File: config.mk
export PLATFORM = sky130hd
export DESIGN_NAME = twm_wave
export DESIGN_NICKNAME = d
export VERILOG_FILES = /design/src/core/twm_pkg.sv /design/src/core/twm_wave.sv
export SDC_FILE = /design/constraint.sdc
export NUM_CORES = 1
export LEC_CHECK = 0
export ABC_AREA = 1
export BUFFER_PORTS_ARGS = -buffer_cell sky130_fd_sc_hd__buf_4
export CAP_MARGIN = 30
export CORE_UTILIZATION = 45
export DETAILED_ROUTE_END_ITERATION = 6
export PLACE_DENSITY = 0.72
export SYNTH_ARGS = -nofsm -noshare
export SYNTH_HDL_FRONTEND = slang
export SYNTH_SLANG_ARGS = --single-unit
File: constraint.sdc
create_clock -name mclk -period 3.4 [get_ports mclk]
set_input_delay 0.51 -clock mclk [delete_from_list [all_inputs] [get_ports mclk]]
set_output_delay 0.51 -clock mclk [all_outputs]
set_load 0.05 [all_outputs]
File: src/core/twm_pkg.sv
// package: register map, field layout and mode encodings for the timer wave block
`default_nettype none
package twm_pkg;
	// ==========================================================
	// register offsets (byte addresses)
	localparam logic [7:0] OFF_CTRL_A = 8'h00;
	localparam logic [7:0] OFF_CTRL_B = 8'h04;
	localparam logic [7:0] OFF_CMP_A = 8'h08;
	localparam logic [7:0] OFF_CMP_B = 8'h0c;
	localparam logic [7:0] OFF_CAPTURE = 8'h10;
	localparam logic [7:0] OFF_COUNT = 8'h14;
	localparam logic [7:0] OFF_STATUS = 8'h18;
	localparam logic [7:0] OFF_MASK = 8'h1c;
	localparam logic [7:0] OFF_PIN = 8'h20;
	// ==========================================================
	// control register a fields
	localparam int CA_ACT_A_LSB = 6;
	localparam int CA_ACT_B_LSB = 4;
	localparam int CA_FORCE_A = 3;
	localparam int CA_FORCE_B = 2;
	localparam int CA_MODE_LSB = 0;
	// control register b fields
	localparam int CB_MODE_LSB = 3;
	localparam int CB_RUN = 0;
	// status bits
	localparam int ST_OVF = 0;
	localparam int ST_MATCH_A = 1;
	localparam int ST_MATCH_B = 2;
	localparam int ST_TOP = 3;
	// ==========================================================
	// reset values
	localparam logic [7:0] CTRL_A_RST = 8'h00;
	localparam logic [7:0] CTRL_B_RST = 8'h00;
	localparam logic [15:0] WORD_RST = 16'h0000;
	localparam logic [3:0] FLAGS_RST = 4'h0;
	// ==========================================================
	// tops and mode encodings
	localparam logic [15:0] TOP_MAX = 16'hffff;
	localparam logic [15:0] TOP_8 = 16'h00ff;
	localparam logic [15:0] TOP_9 = 16'h01ff;
	localparam logic [15:0] TOP_10 = 16'h03ff;
	localparam logic [15:0] BOTTOM = 16'h0000;
	localparam logic [3:0] MODE_NORMAL = 4'h0;
	localparam logic [3:0] MODE_CTC_A = 4'h4;
	localparam logic [3:0] MODE_PFC_A = 4'h9;
	localparam logic [3:0] MODE_CTC_CAP = 4'hc;
	localparam logic [3:0] MODE_RESERVED = 4'hd;
	localparam logic [3:0] MODE_FAST_CAP = 4'he;
	localparam logic [3:0] MODE_FAST_A = 4'hf;
	typedef enum logic [1:0] {
		TWM_KIND_NONPWM,
		TWM_KIND_FAST,
		TWM_KIND_PC,
		TWM_KIND_PFC
	} twm_kind_t;
	typedef enum logic [1:0] {
		TWM_TOP_FIXED,
		TWM_TOP_CMPA,
		TWM_TOP_CAP
	} twm_topsrc_t;
	typedef enum logic [1:0] {
		TWM_AT_MAX,
		TWM_AT_TOP,
		TWM_AT_BOTTOM,
		TWM_AT_NOW
	} twm_when_t;
	typedef struct packed {
		twm_kind_t kind;
		twm_topsrc_t topsrc;
		logic [15:0] fixed_top;
		twm_when_t upd;
		twm_when_t ovf;
	} twm_mode_t;
	typedef struct packed {
		logic [7:0] paddr;
		logic psel;
		logic penable;
		logic pwrite;
		logic [31:0] pwdata;
	} twm_apb_req_t;
endpackage
`default_nettype wire

File: src/core/twm_wave.sv
// timer/counter with wave mode decode and two compare output channels
`default_nettype none
module twm_wave (
	input wire logic mclk,
	input wire logic resetn,
	input wire twm_pkg::twm_apb_req_t apb_req,
	output logic [31:0] prdata,
	output logic pready,
	output logic pslverr,
	input wire logic [1:0] pin_dir_out,
	input wire logic [1:0] port_data,
	output logic wave_out_a,
	output logic wave_out_b,
	output logic [1:0] pin_oe,
	output logic irq
);
	// ==========================================================
	// registers
	logic [7:0] ctrl_a_r;
	logic [7:0] ctrl_b_r;
	logic [15:0] cmp_buf_a_r, cmp_buf_b_r, cmp_a_r, cmp_b_r, capture_r, count_r;
	logic down_r;
	logic [3:0] status_r, mask_r;
	logic out_a_r, out_b_r;
	logic [1:0] force_r;
	logic [3:0] wave_mode;
	twm_pkg::twm_mode_t md;
	logic [15:0] top;
	logic running, wr, rd, at_top, at_bottom, at_max;
	logic match_a, match_b, upd_now, ovf_ev, top_ev;
	logic [1:0] act_a, act_b;
	logic [31:0] rdata_nxt;

	assign wr = apb_req.psel & apb_req.penable & apb_req.pwrite;
	assign rd = apb_req.psel & ~apb_req.pwrite;
	assign wave_mode = {ctrl_b_r[twm_pkg::CB_MODE_LSB +: 2], ctrl_a_r[twm_pkg::CA_MODE_LSB +: 2]};
	assign act_a = ctrl_a_r[twm_pkg::CA_ACT_A_LSB +: 2];
	assign act_b = ctrl_a_r[twm_pkg::CA_ACT_B_LSB +: 2];
	assign running = ctrl_b_r[twm_pkg::CB_RUN];
	// ==========================================================
	// mode decode
	always_comb begin
		md = '{twm_pkg::TWM_KIND_NONPWM, twm_pkg::TWM_TOP_FIXED, twm_pkg::TOP_MAX,
			twm_pkg::TWM_AT_NOW, twm_pkg::TWM_AT_MAX};
		case (wave_mode)
			4'h0: md.fixed_top = twm_pkg::TOP_MAX;
			4'h4: md.topsrc = twm_pkg::TWM_TOP_CMPA;
			4'hc: md.topsrc = twm_pkg::TWM_TOP_CAP;
			4'h1, 4'h2, 4'h3, 4'ha, 4'hb: begin
				md.kind = twm_pkg::TWM_KIND_PC;
				md.upd = twm_pkg::TWM_AT_TOP;
				md.ovf = twm_pkg::TWM_AT_BOTTOM;
				md.fixed_top = (wave_mode == 4'h1) ? twm_pkg::TOP_8 :
					(wave_mode == 4'h2) ? twm_pkg::TOP_9 : twm_pkg::TOP_10;
				md.topsrc = (wave_mode == 4'ha) ? twm_pkg::TWM_TOP_CAP :
					(wave_mode == 4'hb) ? twm_pkg::TWM_TOP_CMPA : twm_pkg::TWM_TOP_FIXED;
			end
			4'h5, 4'h6, 4'h7, 4'he, 4'hf: begin
				md.kind = twm_pkg::TWM_KIND_FAST;
				md.upd = twm_pkg::TWM_AT_BOTTOM;
				md.ovf = twm_pkg::TWM_AT_TOP;
				md.fixed_top = (wave_mode == 4'h5) ? twm_pkg::TOP_8 :
					(wave_mode == 4'h6) ? twm_pkg::TOP_9 : twm_pkg::TOP_10;
				md.topsrc = (wave_mode == twm_pkg::MODE_FAST_CAP) ? twm_pkg::TWM_TOP_CAP :
					(wave_mode == twm_pkg::MODE_FAST_A) ? twm_pkg::TWM_TOP_CMPA :
					twm_pkg::TWM_TOP_FIXED;
			end
			4'h8, 4'h9: begin
				md.kind = twm_pkg::TWM_KIND_PFC;
				md.upd = twm_pkg::TWM_AT_BOTTOM;
				md.ovf = twm_pkg::TWM_AT_BOTTOM;
				md.topsrc = (wave_mode == 4'h8) ? twm_pkg::TWM_TOP_CAP : twm_pkg::TWM_TOP_CMPA;
			end
			// reserved mode behaves as normal counting
			default: md.fixed_top = twm_pkg::TOP_MAX;
		endcase
	end

	always_comb begin
		case (md.topsrc)
			twm_pkg::TWM_TOP_CMPA: top = cmp_a_r;
			twm_pkg::TWM_TOP_CAP: top = capture_r;
			default: top = md.fixed_top;
		endcase
	end
	assign at_top = (count_r == top);
	assign at_bottom = (count_r == twm_pkg::BOTTOM);
	assign at_max = (count_r == twm_pkg::TOP_MAX);
	assign match_a = running & (count_r == cmp_a_r);
	assign match_b = running & (count_r == cmp_b_r);
	always_comb begin
		case (md.upd)
			twm_pkg::TWM_AT_TOP: upd_now = running & at_top;
			twm_pkg::TWM_AT_BOTTOM: upd_now = running & at_bottom;
			default: upd_now = 1'b1;
		endcase
		case (md.ovf)
			twm_pkg::TWM_AT_TOP: ovf_ev = running & at_top;
			twm_pkg::TWM_AT_BOTTOM: ovf_ev = running & at_bottom & down_r;
			default: ovf_ev = running & at_max;
		endcase
	end
	assign top_ev = running & at_top;
	// ==========================================================
	// counter
	always_ff @(posedge mclk) begin
		if (!resetn) begin
			count_r <= twm_pkg::WORD_RST;
			down_r <= 1'b0;
		end else if (wr && apb_req.paddr == twm_pkg::OFF_COUNT) begin
			count_r <= apb_req.pwdata[15:0];
		end else if (running) begin
			// dual slope turns round at top and bottom
			if (md.kind == twm_pkg::TWM_KIND_PC || md.kind == twm_pkg::TWM_KIND_PFC) begin
				if (at_top) begin
					down_r <= 1'b1;
					count_r <= count_r - 16'h0001;
				end else if (at_bottom) begin
					down_r <= 1'b0;
					count_r <= count_r + 16'h0001;
				end else begin
					count_r <= down_r ? count_r - 16'h0001 : count_r + 16'h0001;
				end
			end else begin
				down_r <= 1'b0;
				// single slope wraps at top, fixed tops included; forced strobes never reach here
				count_r <= at_top ? twm_pkg::BOTTOM : count_r + 16'h0001;
			end
		end
	end
	// ==========================================================
	// compare buffers
	always_ff @(posedge mclk) begin
		if (!resetn) begin
			cmp_buf_a_r <= twm_pkg::WORD_RST;
			cmp_buf_b_r <= twm_pkg::WORD_RST;
			cmp_a_r <= twm_pkg::WORD_RST;
			cmp_b_r <= twm_pkg::WORD_RST;
			capture_r <= twm_pkg::WORD_RST;
		end else begin
			if (wr && apb_req.paddr == twm_pkg::OFF_CMP_A)
				cmp_buf_a_r <= apb_req.pwdata[15:0];
			if (wr && apb_req.paddr == twm_pkg::OFF_CMP_B)
				cmp_buf_b_r <= apb_req.pwdata[15:0];
			if (wr && apb_req.paddr == twm_pkg::OFF_CAPTURE)
				capture_r <= apb_req.pwdata[15:0];
			if (upd_now) begin
				cmp_a_r <= cmp_buf_a_r;
				cmp_b_r <= cmp_buf_b_r;
			end
		end
	end
	// ==========================================================
	// control registers and force strobes
	always_ff @(posedge mclk) begin
		if (!resetn) begin
			ctrl_a_r <= twm_pkg::CTRL_A_RST;
			ctrl_b_r <= twm_pkg::CTRL_B_RST;
			force_r <= 2'b00;
		end else begin
			force_r <= 2'b00;
			if (wr && apb_req.paddr == twm_pkg::OFF_CTRL_A) begin
				// strobe bits are not stored; they read back as zero
				ctrl_a_r <= apb_req.pwdata[7:0] & 8'hf3;
				// gated later by the mode written alongside, not the old one
				force_r <= {apb_req.pwdata[twm_pkg::CA_FORCE_A],
					apb_req.pwdata[twm_pkg::CA_FORCE_B]};
			end
			if (wr && apb_req.paddr == twm_pkg::OFF_CTRL_B)
				ctrl_b_r <= apb_req.pwdata[7:0] & 8'h19;
		end
	end
	// ==========================================================
	// waveform output units
	function automatic logic wave_next(input logic cur, input logic [1:0] act,
		input twm_pkg::twm_kind_t kind, input logic match, input logic forced,
		input logic cmp_is_top, input logic bottom, input logic down, input logic tog_ok);
		logic n;
		n = cur;
		case (kind)
			twm_pkg::TWM_KIND_NONPWM: begin
				if (match || forced) begin
					case (act)
						2'b01: n = ~cur;
						2'b10: n = 1'b0;
						2'b11: n = 1'b1;
						default: n = cur;
					endcase
				end
			end
			twm_pkg::TWM_KIND_FAST: begin
				if (act[1]) begin
					if (bottom)
						n = ~act[0];
					else if (match && !cmp_is_top)
						n = act[0];
				end else if (act == 2'b01 && tog_ok && match) begin
					n = ~cur;
				end
			end
			default: begin
				if (act[1] && match)
					n = down ? ~act[0] : act[0];
				else if (act == 2'b01 && tog_ok && match)
					n = ~cur;
			end
		endcase
		return n;
	endfunction

	logic tog_a_ok;
	assign tog_a_ok = (md.kind == twm_pkg::TWM_KIND_FAST) ? (wave_mode == twm_pkg::MODE_FAST_A) :
		(wave_mode == twm_pkg::MODE_PFC_A || wave_mode == twm_pkg::MODE_FAST_CAP);

	always_ff @(posedge mclk) begin
		if (!resetn) begin
			out_a_r <= 1'b0;
			out_b_r <= 1'b0;
		end else begin
			// bottom action lands on the edge that wraps the count to bottom
			out_a_r <= wave_next(out_a_r, act_a, md.kind, match_a, force_r[1],
				cmp_a_r == top, running & at_top, down_r, tog_a_ok);
			out_b_r <= wave_next(out_b_r, act_b, md.kind, match_b, force_r[0],
				cmp_b_r == top, running & at_top, down_r, 1'b0);
		end
	end

	// pin mux: waveform overrides port data when action nonzero, except code 01 in pwm modes: always for channel b, for channel a where it may not toggle
	logic conn_a, conn_b;
	// code 01 stays on the port in pwm modes unless channel a may toggle
	assign conn_a = (act_a != 2'b00) && !(act_a == 2'b01 &&
		md.kind != twm_pkg::TWM_KIND_NONPWM && !tog_a_ok);
	assign conn_b = (act_b != 2'b00) && !(act_b == 2'b01 &&
		md.kind != twm_pkg::TWM_KIND_NONPWM);
	always_ff @(posedge mclk) begin
		if (!resetn) begin
			wave_out_a <= 1'b0;
			wave_out_b <= 1'b0;
		end else begin
			wave_out_a <= conn_a ? out_a_r : port_data[0];
			wave_out_b <= conn_b ? out_b_r : port_data[1];
		end
	end
	// driver enabled only by the direction bit, as software must set it
	assign pin_oe = pin_dir_out;
	// ==========================================================
	// status and interrupt
	always_ff @(posedge mclk) begin
		if (!resetn) begin
			status_r <= twm_pkg::FLAGS_RST;
			mask_r <= twm_pkg::FLAGS_RST;
		end else begin
			// set beats clear; forced strobes never set a flag
			status_r <= (status_r & ~((wr && apb_req.paddr == twm_pkg::OFF_STATUS) ?
				apb_req.pwdata[3:0] : 4'h0)) |
				{top_ev, match_b, match_a, ovf_ev};
			if (wr && apb_req.paddr == twm_pkg::OFF_MASK)
				mask_r <= apb_req.pwdata[3:0];
		end
	end
	assign irq = |(status_r & mask_r);
	// ==========================================================
	// apb read
	always_comb begin
		rdata_nxt = 32'h0000_0000;
		case (apb_req.paddr)
			twm_pkg::OFF_CTRL_A: rdata_nxt[7:0] = ctrl_a_r;
			twm_pkg::OFF_CTRL_B: rdata_nxt[7:0] = ctrl_b_r;
			twm_pkg::OFF_CMP_A: rdata_nxt[15:0] = cmp_buf_a_r;
			twm_pkg::OFF_CMP_B: rdata_nxt[15:0] = cmp_buf_b_r;
			twm_pkg::OFF_CAPTURE: rdata_nxt[15:0] = capture_r;
			twm_pkg::OFF_COUNT: rdata_nxt[15:0] = count_r;
			twm_pkg::OFF_STATUS: rdata_nxt[3:0] = status_r;
			twm_pkg::OFF_MASK: rdata_nxt[3:0] = mask_r;
			twm_pkg::OFF_PIN: rdata_nxt[1:0] = {out_b_r, out_a_r};
			default: rdata_nxt = 32'h0000_0000;
		endcase
	end
	always_ff @(posedge mclk) begin
		if (!resetn)
			prdata <= 32'h0000_0000;
		else if (rd && !apb_req.penable)
			prdata <= rdata_nxt;
	end
	assign pready = 1'b1;
	assign pslverr = apb_req.psel & apb_req.penable & (apb_req.paddr > twm_pkg::OFF_PIN |
		apb_req.paddr[1:0] != 2'b00);
endmodule
`default_nettype wire

# After elaboration in Yosys (flattened, before gate mapping)
# Index checks and enable logic that the tools add are counted.
[word_totals]
register_bits = 136
inputBits = 49
output_inout_bits = 39
[op_classes]
n_addsub = 2
bitwise_logic = 21
magnitude_cmp = 1
n_eq_ne = 51
muxes = 51
reduce_logical = 47
[op_table]
columns = ["op", "n"]
rows = [
  ["16-bit two-way mux", 7],
  ["16-bit equality test", 5],
  ["16-bit one-hot mux with 2 select lines", 2],
  ["10-bit two-way mux", 4],
  ["8-bit by 5-bit equality test with 1-bit output (second input constant)", 4],
  ["8-bit one-hot mux with 4 select lines", 1],
  ["4-bit equality test (second input constant)", 7],
  ["4-bit one-hot mux with 6 select lines", 1],
  ["1-bit two-way mux", 21],
  ["1-bit logical AND", 20],
  ["2-bit equality test (second input constant)", 9],
  ["2-bit one-hot mux with 9 select lines", 1],
  ["16-bit by 1-bit adder with 16-bit output (second input constant)", 1],
  ["16-bit equality test (second input constant)", 1],
  ["4-bit by 3-bit equality test with 1-bit output (second input constant)", 4],
  ["8-bit by 4-bit equality test with 1-bit output (second input constant)", 2],
  ["16-bit zero test", 1],
  ["16-bit by 1-bit subtractor with 16-bit output (second input constant)", 1],
  ["2-bit one-hot mux with 7 select lines", 1],
  ["2-bit by 1-bit equality test with 1-bit output (second input constant)", 6],
  ["4-bit one-hot mux with 3 select lines", 1],
  ["1-bit AND", 10],
  ["2-bit one-hot mux with 5 select lines", 1],
  ["2-bit nonzero test", 5],
  ["other kinds (31)", 57],
]

# Longest topological paths before layout
# Gate-level depths: netlist of run 1.
[depth]
depth_word = 13
ltp_mapped = 22
mapped_depth_nobuf = 20

# Least setup slack after synthesis of run 1
# OpenSTA, ideal clock, no wires.
[synth_path]
path_type = "input port to output port"
from = "input port apb_req[36] (netlist name)"
to = "output port pslverr"
cell_stages = 6
t_required_ns = 2.890
slack_ns = 0.996
arrival_time_ns = 1.894
cell_sequence = "nor2_1 -> nand3_1 -> nor4_1 -> inv_1 -> a21oi_1 -> nor3_1"
[synth_via]
elab_chain_cells = 3
word_cells_on_any_way = 4
cone_classes = "1 x order compare; 2 x bitwise; 1 x reduce/logical"
[synth_rtl]
columns = ["element", "line", "source"]
rows = [
  ["start, declared", "twm_wave.sv:6", "input wire twm_pkg::twm_apb_req_t apb_req,"],
  ["8-bit by 6-bit greater-than comparator with 1-bit output / 2-bit nonzero test (equally long branches)", "twm_wave.sv:286, twm_wave.sv:287", ""],
  ["1-bit bitwise OR (*)", "twm_wave.sv:286", "assign pslverr = apb_req.psel & apb_req.penable & (apb_req.paddr > twm_pkg::OFF_PIN |"],
  ["1-bit AND (*)", "twm_wave.sv:286", ""],
  ["end, declared", "twm_wave.sv:9", "output logic pslverr,"],
]
# Mark *: on every way between the ends. The rest lies on a longest branch, timed or not.

# Final worst setup path of run 1
[layout_path]
from = "register ctrl_a_r[0]"
to = "register cmp_b_r[8]"
[layout_via]
elab_chain_cells = 9
word_cells_on_any_way = 37
cone_classes = "19 x eq/ne; 14 x mux; 1 x bitwise; 3 x reduce/logical"
[layout_rtl]
columns = ["element", "line", "source"]
rows = [
  ["start, declared", "twm_wave.sv:19", "logic [7:0] ctrl_a_r;"],
  ["start signal, assigned", "twm_wave.sv:157", "ctrl_a_r <= twm_pkg::CTRL_A_RST;"],
  ["start signal, assigned", "twm_wave.sv:164", "ctrl_a_r <= apb_req.pwdata[7:0] & 8'hf3;"],
  ["4-bit equality test, on equally long branches", "twm_wave.sv:45, twm_wave.sv:65, twm_wave.sv:56", ""],
  ["1-bit two-way mux, on equally long branches", "twm_wave.sv:65, twm_wave.sv:56", ""],
  ["2-bit two-way mux, on equally long branches", "twm_wave.sv:64, twm_wave.sv:55", ""],
  ["2-bit one-hot mux with 5 select lines", "twm_wave.sv:45", "case (wave_mode)"],
  ["2-bit equality test / 2-bit by 1-bit equality test with 1-bit output (equally long branches)", "twm_wave.sv:80", "case (md.topsrc)"],
  ["16-bit one-hot mux with 2 select lines", "twm_wave.sv:80", ""],
  ["16-bit equality test", "twm_wave.sv:86", "assign at_top = (count_r == top);"],
  ["1-bit AND", "twm_wave.sv:93", "twm_pkg::TWM_AT_TOP: upd_now = running & at_top;"],
  ["1-bit one-hot mux with 2 select lines (*)", "twm_wave.sv:92", "case (md.upd)"],
  ["end signal, assigned", "twm_wave.sv:138", "cmp_b_r <= twm_pkg::WORD_RST;"],
  ["end signal, assigned", "twm_wave.sv:149", "cmp_b_r <= cmp_buf_b_r;"],
  ["end, declared", "twm_wave.sv:21", "logic [15:0] cmp_buf_a_r, cmp_buf_b_r, cmp_a_r, cmp_b_r, capture_r, count_r;"],
]
# Marked as above.
# A chain may end at the register's enable or synchronous reset.

==> out/metrics.cfg, run 1 <==
[routing]
first_pass_iters = 6
routedWlPerCell_um = 17.89
routed_via_density = 5.532
postRouteAntennaNets = 0
drt_iter0_drc = 1037
wl_mm = 35.40
vias = 10950
drc = 0

[logic_synthesis]
yosys_warnings = 0
synthSimpleGateAreaFrac_pct = 38.19
synth-main-ff-cell = dfxtp_1
yosys.area.top_type = dfxtp_1
async_reset_ff_share_pct = 0
synthAdderAreaFrac_pct = 0.9050
synth_edf_count = 0
synth-xor-area-share_pct = 3.529
yosys-mux-area-fraction_pct = 0
ys_seq_elements = 136
syn_avg_cell_area_um2 = 5.844
synthTopCellsByCount = nand2_1, nor2_1, inv_1
ys_seq_area_share_pct = 28.13
yosysMostFrequentCell = nand2_1
synthCells = 1656
syn_area_mm2 = 0.009678
synth_top_family_by_area = simple AND/OR/NAND/NOR gates
synth_area_leaders = dfxtp_1, nand2_1, nor2_1
synth_compound_area_share_pct = 15.69
synth_top_cell_area_share_pct = 28.13
netlist-cell-type-count = 41

[power]
p_leak_nw = 5.256
irDropWorstVdd_mv = 0.3340
cellPowerDensity_mw_per_mm2 = 337.2

[sta]
fin_crit_sh_pct = 85.54
hold_viol_final = 0
setup_viol = 0
period_minus_slack_ns = 2.908
fmax_ghz = 0.3438
skew_ns = 0.01168
setup_tns_ns = 0
worstMarginPinSlew_ns = 0.7630
maxSlewHeadroom_pct = 49.13
drv_slew = 0
rsz0062_at_grt = no

[setup_path]
critical-path-max-stage-delay_ns = 0.52
crit_path_cell_trace = inv_2 > nand3_1 > nand2_4 > nand2_1 > nand2_1 > nand2_1 > nand2_1 > nor2_1 > nand2_1 > nor2_4 > nand4_4 > nand3_2 > buf_12 > buf_12 > nand2_1 > nand2_1 > nor2_1
worstSetupPathType = register to register
slowest_stage = dfxtp_1
critical_path_depth = 17
critPathTopFamily = simple AND/OR/NAND/NOR gates
rr_worst_depth = 17
endpoint_kind = register
crit_path_frequent_cell = nand2_1
crit_path_start_kind = register
path_buf_inv = 3
cp_data_arrival_time_ns = 3.23
required_ns = 3.72
critical_path.max_fanout = 27

[clock_tree]
cts_buffers = 17
htreeDepth = 4
cts.sinks = 136
insertion_delay_ns = 0.43
cts_resized = 0
cts_buffer_depth = 2
clk_pin_slew_ns = 0.06
holdBufCountCts = 0
cts_tree = done
cts_setup_buffers = 0
root_buffer = clkbuf_16

[finish]
fill_cells = 2187
final_cells = 1979
final_nets = 1747
syn_to_final_growth_pct = 13.16
antenna-diode-count = 0
layout-drive-gt1-share_pct = 8.979

[place]
gp_congestion = 0.9800
placedCellCount = 1947
hpwlAfterDp_mm = 27.77
placement.io_buffers = 50

[floorplanning]
fp.coreArea_mm2 = 0.02102
start_util_pct = 46.04
die_area_mm2 = 0.02210
rows = 53
die_w_um = 148.7
die_y_um = 148.7
ioPinCount = 88

[global_route]
grt-ovfl-total = 0
grt_pass1_vias = 9821
grt_start_max_net_pins = 80
grt_usage_pct = 32.78
grt_pass1_wl_mm = 54.79
antenna_found_initial = 0

[status]
status = finished clean

[worst_hold_path]
min_path_cells = 3
hold_path.class = input port to register

[run]
drv_cap = 0

==> layout by cell type, fill, tap and decap left out, types with 2 or more instances in the layout <==
cell type	synthesis	routed
a211oi_1	15	15
a21oi_1	115	115
a221oi_1	3	3
a31oi_1	2	2
and3_1	2	2
buf_12	0	4
buf_4	25	94
bufinv_16	0	2
clkbuf_16	0	17
clkinv_1	16	16
clkinvlp_4	0	4
conb_1	2	17
dfxtp_1	136	136
ha_1	7	7
inv_1	192	191
inv_2	3	4
inv_6	0	6
nand2_1	475	475
nand2_2	10	10
nand3_1	129	129
nand3b_1	5	5
nand4_1	25	25
nor2_1	204	203
nor2_2	1	2
nor2_4	3	3
nor3_1	25	24
nor4_1	2	2
o2111ai_1	3	3
o211ai_1	2	2
o21ai_0	102	102
o221ai_1	2	2
o22ai_1	29	29
o31ai_1	3	3
xnor2_1	7	7
xor2_1	32	32
==> per-stage QoR <==
| stage | total power, mW | hold slack (ns) | area (um2) | setup WS (ns) | util (%) |
|---|---|---|---|---|---|
| 6_report | 3.693 | 0.3258 | 10950 | 0.4916 | 52.10 |
| 5_1_grt | 3.789 | 0.3213 | 10950 | 0.2634 | 52.10 |
| 4_1_cts | 3.690 | 0.3167 | 10950 | 0.5455 | 52.10 |
| 3_5_place_dp | 1.810 | 0.4572 | 10360 | 0.5633 | 49.28 |
| 3_3_place_gp | 1.808 | 0.4532 | 10340 | 0.5676 | 49.19 |
| 2_1_floorplan | 1.758 | 0.4389 | 9734 | 0.9963 | - |
==> routing by layer <==
layer | GRT usage, % | wire [um]
met3 | 5.215 | 2875
met2 | 50.02 | 15390
met1 | 43.96 | 15410
met5 | 0 | 0
met4 | 18.14 | 1729
==> power breakdown <==
group	switching, mW	total (mW)	internal [mW]
sequential	0.00185	1.60	1.60
combinational	0.138	0.180	0.0423
clock	0.815	1.92	1.10
==> registers in the layout, indices dropped and copies added, names as in the netlist, 2 cells and up <==
register,cells
cmp_b_r,16
capture_r,16
count_r,16
force_r,2
ctrl_b_r,3
ctrl_a_r,6
prdata,16
mask_r,4
status_r,4
cmp_buf_a_r,16
cmp_a_r,16
cmp_buf_b_r,16
==> worst reg2reg max path, cell delays in order (launching register included) <==
cell and delay [ns]:
dfxtp_1 0.52, inv_2 0.13, nand3_1 0.14, nand2_4 0.23, nand2_1 0.27, nand2_1 0.16, nand2_1 0.14, nand2_1 0.06
nor2_1 0.09, nand2_1 0.09, nor2_4 0.20, nand4_4 0.12, nand3_2 0.14, buf_12 0.18, buf_12 0.18, nand2_1 0.07
nand2_1 0.06, nor2_1 0.05
==> final timing paths <==
check	start	to	slack, ns
worst max-delay path	ctrl_a_r[0]$_SDFFE_PN0P_	cmp_b_r[8]$_SDFFE_PN0P_	0.49
worst min-delay path	port_data[1]	wave_out_b$_SDFF_PN0_	0.33
worst max register to register	ctrl_a_r[0]$_SDFFE_PN0P_	cmp_b_r[8]$_SDFFE_PN0P_	0.49
worst min register to register	prdata[13]$_SDFFE_PN0P_	prdata[13]$_SDFFE_PN0P_	0.46
==> cell type report <==
class | count | area (um2) | area share (%)
Tap cell | 275 | 344.1 | 3.142
Inverter | 211 | 792.0 | 7.232
Timing Repair Buffer | 98 | 785.8 | 7.175
Clock inverter | 14 | 162.7 | 1.485
Multi-Input combinational cell | 1227 | 5715 | 52.19
Sequential cell | 136 | 2723 | 24.86
Clock buffer | 18 | 429.2 | 3.919
==> cell families (layout without fill, tap and decap cells) <==
group | after synthesis | after routing
AND/OR/NAND/NOR | 886 | 886
buffers and inverters | 308 | 341
AO/OA/AOI/OAI | 278 | 278
flip-flops | 136 | 136
XOR/XNOR | 39 | 39
adder cells (fa/ha/maj) | 7 | 7
other | 2 | 17
Note: power is estimated with default switching activity, not from simulation.
==> run 2: changes to the inputs <==
--- a/config.mk
+++ b/config.mk
@@ -8,9 +8,11 @@
 export ABC_AREA = 1
 export BUFFER_PORTS_ARGS = -buffer_cell sky130_fd_sc_hd__buf_4
 export CAP_MARGIN = 30
-export CORE_UTILIZATION = 45
+export CELL_PAD_IN_SITES_DETAIL_PLACEMENT = 1
+export CELL_PAD_IN_SITES_GLOBAL_PLACEMENT = 2
+export CORE_UTILIZATION = 32
 export DETAILED_ROUTE_END_ITERATION = 6
-export PLACE_DENSITY = 0.72
+export PLACE_DENSITY = 0.9
 export SYNTH_ARGS = -nofsm -noshare
 export SYNTH_HDL_FRONTEND = slang
 export SYNTH_SLANG_ARGS = --single-unit
==> run 2 against run 1 <==
Effect of this change:
- die area increased by 40%
- sequential power hardly changed
- fmax fell by 7.9%
- register-to-register slack got worse by 0.25 ns
- routed wire length up 17%
- sequential share of layout area down 0.21 points
- cell area up 0.87%
- utilization decreased by 15 points
- combinational power increased by 3%
- via count up 1.1%
- hold slack got worse by 0.0063 ns
- critical path depth down 3
- critical path type unchanged
- critical endpoint is now status_r[0]$_SDFF_PN0_
- highest routed layer unchanged
==> out/metrics.cfg, run 2 (synthesis gave the netlist of run 1 again) <==
[status]
status = finished clean

[worst_hold_path]
hold_path.class = input port to register

[place]
dp_slack_ns = 0.3606
placed_cell_area_mm2 = 0.01046
placement.io_buffers = 50
hpwlAfterDp_mm = 32.25
gp_congestion = 0.9462

[routing]
routedWlPerCell_um = 19.72
routed_via_density = 5.287
vias = 11070
drt_iter0_drc = 840
drc = 0
first_pass_iters = 5
postRouteAntennaNets = 0
wl_mm = 41.28

[global_route]
grt-ovfl-total = 0
grt_pass1_wl_mm = 62.92
antenna_found_initial = 1
grt_usage_pct = 26.93
grt_pass1_vias = 10920
grt_start_max_net_pins = 80

[clock_tree]
htreeDepth = 4
cts_buffers = 17
insertion_delay_ns = 0.45
cts_tree = done
cts_resized = 0
cts_buffer_depth = 2
root_buffer = clkbuf_16
cts.sinks = 136
holdBufCountCts = 0
clk_pin_slew_ns = 0.07
cts_setup_buffers = 0

[setup_path]
critical-path-max-stage-delay_ns = 0.54
rr_worst_depth = 14
critical_path.max_fanout = 8
required_ns = 3.72
crit_path_frequent_cell = inv_1
ff2ff_setup_slack_ns = 0.24
cp-endpoint = status_r[0]$_SDFF_PN0_
r2r-start = ctrl_a_r[0]$_SDFFE_PN0P_
cp_data_arrival_time_ns = 3.48
crit_path_start_kind = register
crit_path_cell_trace = inv_2 > o21ai_0 > nand2_1 > ha_1 > inv_1 > nand3_1 > inv_1 > ha_1 > inv_1 > nor3_1 > nand4_1 > nand2_1 > a21oi_1 > nor2_1
r2r_end = status_r[0]$_SDFF_PN0_
startpoint = ctrl_a_r[0]$_SDFFE_PN0P_
worstSetupPathType = register to register
slowest_stage = dfxtp_1
endpoint_kind = register

[sta]
setup_viol = 0
skew_ns = 0.01947
hold_viol_final = 0
setup_ws_ns = 0.2406
fmax_ghz = 0.3165
setup_tns_ns = 0
worstMarginPinSlew_ns = 0.8039
maxSlewHeadroom_pct = 46.40
drv_slew = 0
rsz0062_at_grt = no
period_minus_slack_ns = 3.159
fin_crit_sh_pct = 92.92

[finish]
final_nets = 1746
antenna-diode-count = 0
layout-drive-gt1-share_pct = 8.984
syn_to_final_growth_pct = 14.14
final_area_mm2 = 0.01105
final_common_cell = nand2_1
final_cell_mix = nand2_1, nor2_1, inv_1, dfxtp_1, nand3_1

[floorplanning]
die_y_um = 175.9
fp.coreArea_mm2 = 0.02972
rows = 63
die_area_mm2 = 0.03094
die_w_um = 175.9
ioPinCount = 88
start_util_pct = 32.57

[power]
finalPower_mw = 3.702
irDropWorstVdd_mv = 0.2456
p_leak_nw = 5.249
cellPowerDensity_mw_per_mm2 = 335.1

[run]
drv_cap = 0

-- run 2: cell count changes in the layout (fill, tap and decap cells not counted), sizes merged --
cell,delta
clkinv,+3
buf,-1
bufinv,-1
clkbuf,+1
clkinvlp,-2
inv,-1
-- run 2: layer usage --
layer  routed length [um]  vias up  track usage (%)  part of all wire [%]
met3                 2424       86            4.610                   5.9
li1                     -     5332                -                     -
met5                    0        -                0                     0
met4                 1839        0            13.08                   4.5
met2                18890      335            44.38                    46
met1                18120     5313            33.85                    44
-- run 2: cell type report --
class / count / area [um2]
Clock buffer: 19 / 452.9
Clock inverter: 13 / 135.1
Fill cell: 4058 / 18670
Inverter: 211 / 792.0
Multi-Input combinational cell: 1227 / 5715
Sequential cell: 136 / 2723
Tap cell: 390 / 488.0
Timing Repair Buffer: 97 / 740.7
-- run 2: power by group --
group          leakage [nW]  total, mW  switching (mW)  internal, mW
logic                  3.87      0.185           0.144        0.0411
clock network         0.283       1.92           0.853          1.07
registers              1.10       1.60         0.00204          1.60
total                  5.25       3.70           0.999          2.70
-- run 2: how the worst min path moves through the flow --
stage,from,end,slack (ns),cells past startpoint
after global placement,prdata[9]$_SDFFE_PN0P_,prdata[9]$_SDFFE_PN0P_,0.46,2
after global routing,port_data[1],wave_out_b$_SDFF_PN0_,0.34,3
after CTS,port_data[1],wave_out_b$_SDFF_PN0_,0.32,3
after floorplan,mask_r[1]$_SDFFE_PN0P_,mask_r[1]$_SDFFE_PN0P_,0.44,2
after detailed placement,prdata[15]$_SDFFE_PN0P_,prdata[15]$_SDFFE_PN0P_,0.46,2
final,port_data[1],wave_out_b$_SDFF_PN0_,0.32,3
-- run 2: stage by stage --
stage | hold WS [ns] | util, % | std cells
global route | 0.3383 | 37.17 | 2093
detailed placement | 0.4620 | 35.19 | 2061
floorplan | 0.4389 | - | 1671
finish | 0.3195 | 37.17 | 2093
CTS | 0.3181 | 37.17 | 2093
global placement | 0.4554 | 35.19 | 2061
-- run 2: worst max-delay path, delay by kind of cell, from the launching register on --
family,cells,cell delay (ns)
AND/OR/NAND/NOR,6,0.80
buffers and inverters,4,0.61
adder cells (fa/ha/maj),2,0.56
flip-flops,1,0.54
AO/OA/AOI/OAI,2,0.52
==> run 3: changes to the inputs <==
==> constraint.sdc (replaced) <==
create_clock -name mclk -period 3.12 [get_ports mclk]
set_input_delay 0.468 -clock mclk [delete_from_list [all_inputs] [get_ports mclk]]
set_output_delay 0.468 -clock mclk [all_outputs]
set_load 0.05 [all_outputs]
==> run 3 against run 2 <==
Effect of this change:
- sequential cell count did not move
- clock skew decreased by 0.0075 ns
- utilization is 0.51 points higher
- highest routed layer unchanged
- largest cell class unchanged
==> out/metrics.cfg, run 3 (synthesis gave the netlist of run 1 again) <==
[global_route]
grt_pass1_vias = 10820
grt_pass1_wl_mm = 64.23
antenna_found_initial = 0
grt_usage_pct = 27.64
grt-ovfl-total = 0
grt_start_max_net_pins = 51

[finish]
final_cell_mix = nand2_1, nor2_1, inv_1, dfxtp_1, nand3_1
final_area_mm2 = 0.01120
final_common_cell = nand2_1
final_cells = 2116
layout-drive-gt1-share_pct = 10.08
post-route-util_pct = 37.68
syn_to_final_growth_pct = 15.71
antenna-diode-count = 0
final_nets = 1769

[place]
placed_cell_area_mm2 = 0.01064
gp_congestion = 1.007
placedCellCount = 2084
dp_slack_ns = 0.2708
hpwlAfterDp_mm = 33.03
placement.io_buffers = 50

[clock_tree]
htreeDepth = 4
clk_pin_slew_ns = 0.06
cts_setup_buffers = 0
cts_resized = 0
holdBufCountCts = 0
cts_buffer_depth = 2
insertion_delay_ns = 0.44
root_buffer = clkbuf_16
cts_buffers = 17
cts_tree = done
cts.sinks = 136

[sta]
period_minus_slack_ns = 2.904
setup_viol = 0
rsz0062_at_grt = no
skew_ns = 0.01198
setup_ws_ns = 0.2156
maxSlewHeadroom_pct = 50.59
hold_viol_final = 0
setup_tns_ns = 0
fmax_ghz = 0.3443
worstMarginPinSlew_ns = 0.7393
drv_slew = 0
fin_crit_sh_pct = 93.09
holdWs_ns = 0.2702

[routing]
routed_via_density = 5.268
wl_mm = 41.86
postRouteAntennaNets = 0
vias = 11150
drt_iter0_drc = 838
routedWlPerCell_um = 19.78
first_pass_iters = 5
drc = 0

[setup_path]
r2r-start = ctrl_b_r[4]$_SDFFE_PN0P_
worstSetupPathType = register to register
cp_data_arrival_time_ns = 3.27
required_ns = 3.49
startpoint = ctrl_b_r[4]$_SDFFE_PN0P_
critical_path.max_fanout = 18
endpoint_kind = register
crit_path_start_kind = register

[floorplanning]
die_w_um = 175.9
start_util_pct = 32.57
die_y_um = 175.9
die_area_mm2 = 0.03094
fp.coreArea_mm2 = 0.02972
ioPinCount = 88
rows = 63

[power]
cellPowerDensity_mw_per_mm2 = 346.0
p_leak_nw = 5.338
finalPower_mw = 3.874
irDropWorstVdd_mv = 0.2786

[status]
status = finished clean

[worst_hold_path]
hold_path.class = input port to register
hp-start = port_data[1]

[run]
drv_cap = 0

run 3: cell types whose count changed in the layout (fill, tap and decap cells not counted), sizes merged:
cell / before / now
buf: 97 / 120
bufinv: 1 / 0
clkbuf: 19 / 21
clkinvlp: 2 / 3
inv: 201 / 199
run 3: cell type report:
| type | count | area (um2) |
|---|---|---|
| clock buffer | 21 | 450.4 |
| clock inverter | 11 | 92.59 |
| fill | 4014 | 18520 |
| inverter | 211 | 792.0 |
| multi-input combinational | 1227 | 5727 |
| sequential | 136 | 2723 |
| tap | 390 | 488.0 |
| timing repair buffer | 120 | 925.9 |
run 3: final timing paths:
| kind | endpoint | slack, ns | cells after the start |
|---|---|---|---|
| setup / recovery | cmp_b_r[2]$_SDFFE_PN0P_ | 0.22 | 14 |
| hold / removal | wave_out_b$_SDFF_PN0_ | 0.27 | 3 |
| setup reg to reg | cmp_b_r[2]$_SDFFE_PN0P_ | 0.22 | 14 |
| hold reg to reg | prdata[12]$_SDFFE_PN0P_ | 0.47 | 2 |
run 3: power by group:
| part | total (mW) | internal (mW) | leakage [nW] | switching, mW |
|---|---|---|---|---|
| Combinational | 0.200 | 0.0449 | 3.99 | 0.155 |
| Clock | 1.93 | 1.05 | 0.255 | 0.882 |
| Sequential | 1.74 | 1.74 | 1.10 | 0.00230 |
| Total | 3.87 | 2.84 | 5.34 | 1.04 |
run 3: routing by layer:
layer  GRT usage, %  part of all wire, %
met4          12.54                  4.1
met1          36.10                   46
met2          45.34                   46
met5              0                    0
met3          3.290                  4.4
run 3: worst max-delay path, cell delays in order, from the launching register on:
cell,delay (ns)
dfxtp_1,0.42
nand2_2,0.33
nor2_1,0.08
nor2_1,0.29
nand2_1,0.16
nand2_1,0.09
nand2_1,0.11
nor2_1,0.12
nand2_1,0.11
nor2_4,0.25
nand4_4,0.17
nand3_2,0.16
buf_4,0.25
nand2_1,0.13
a21oi_1,0.14
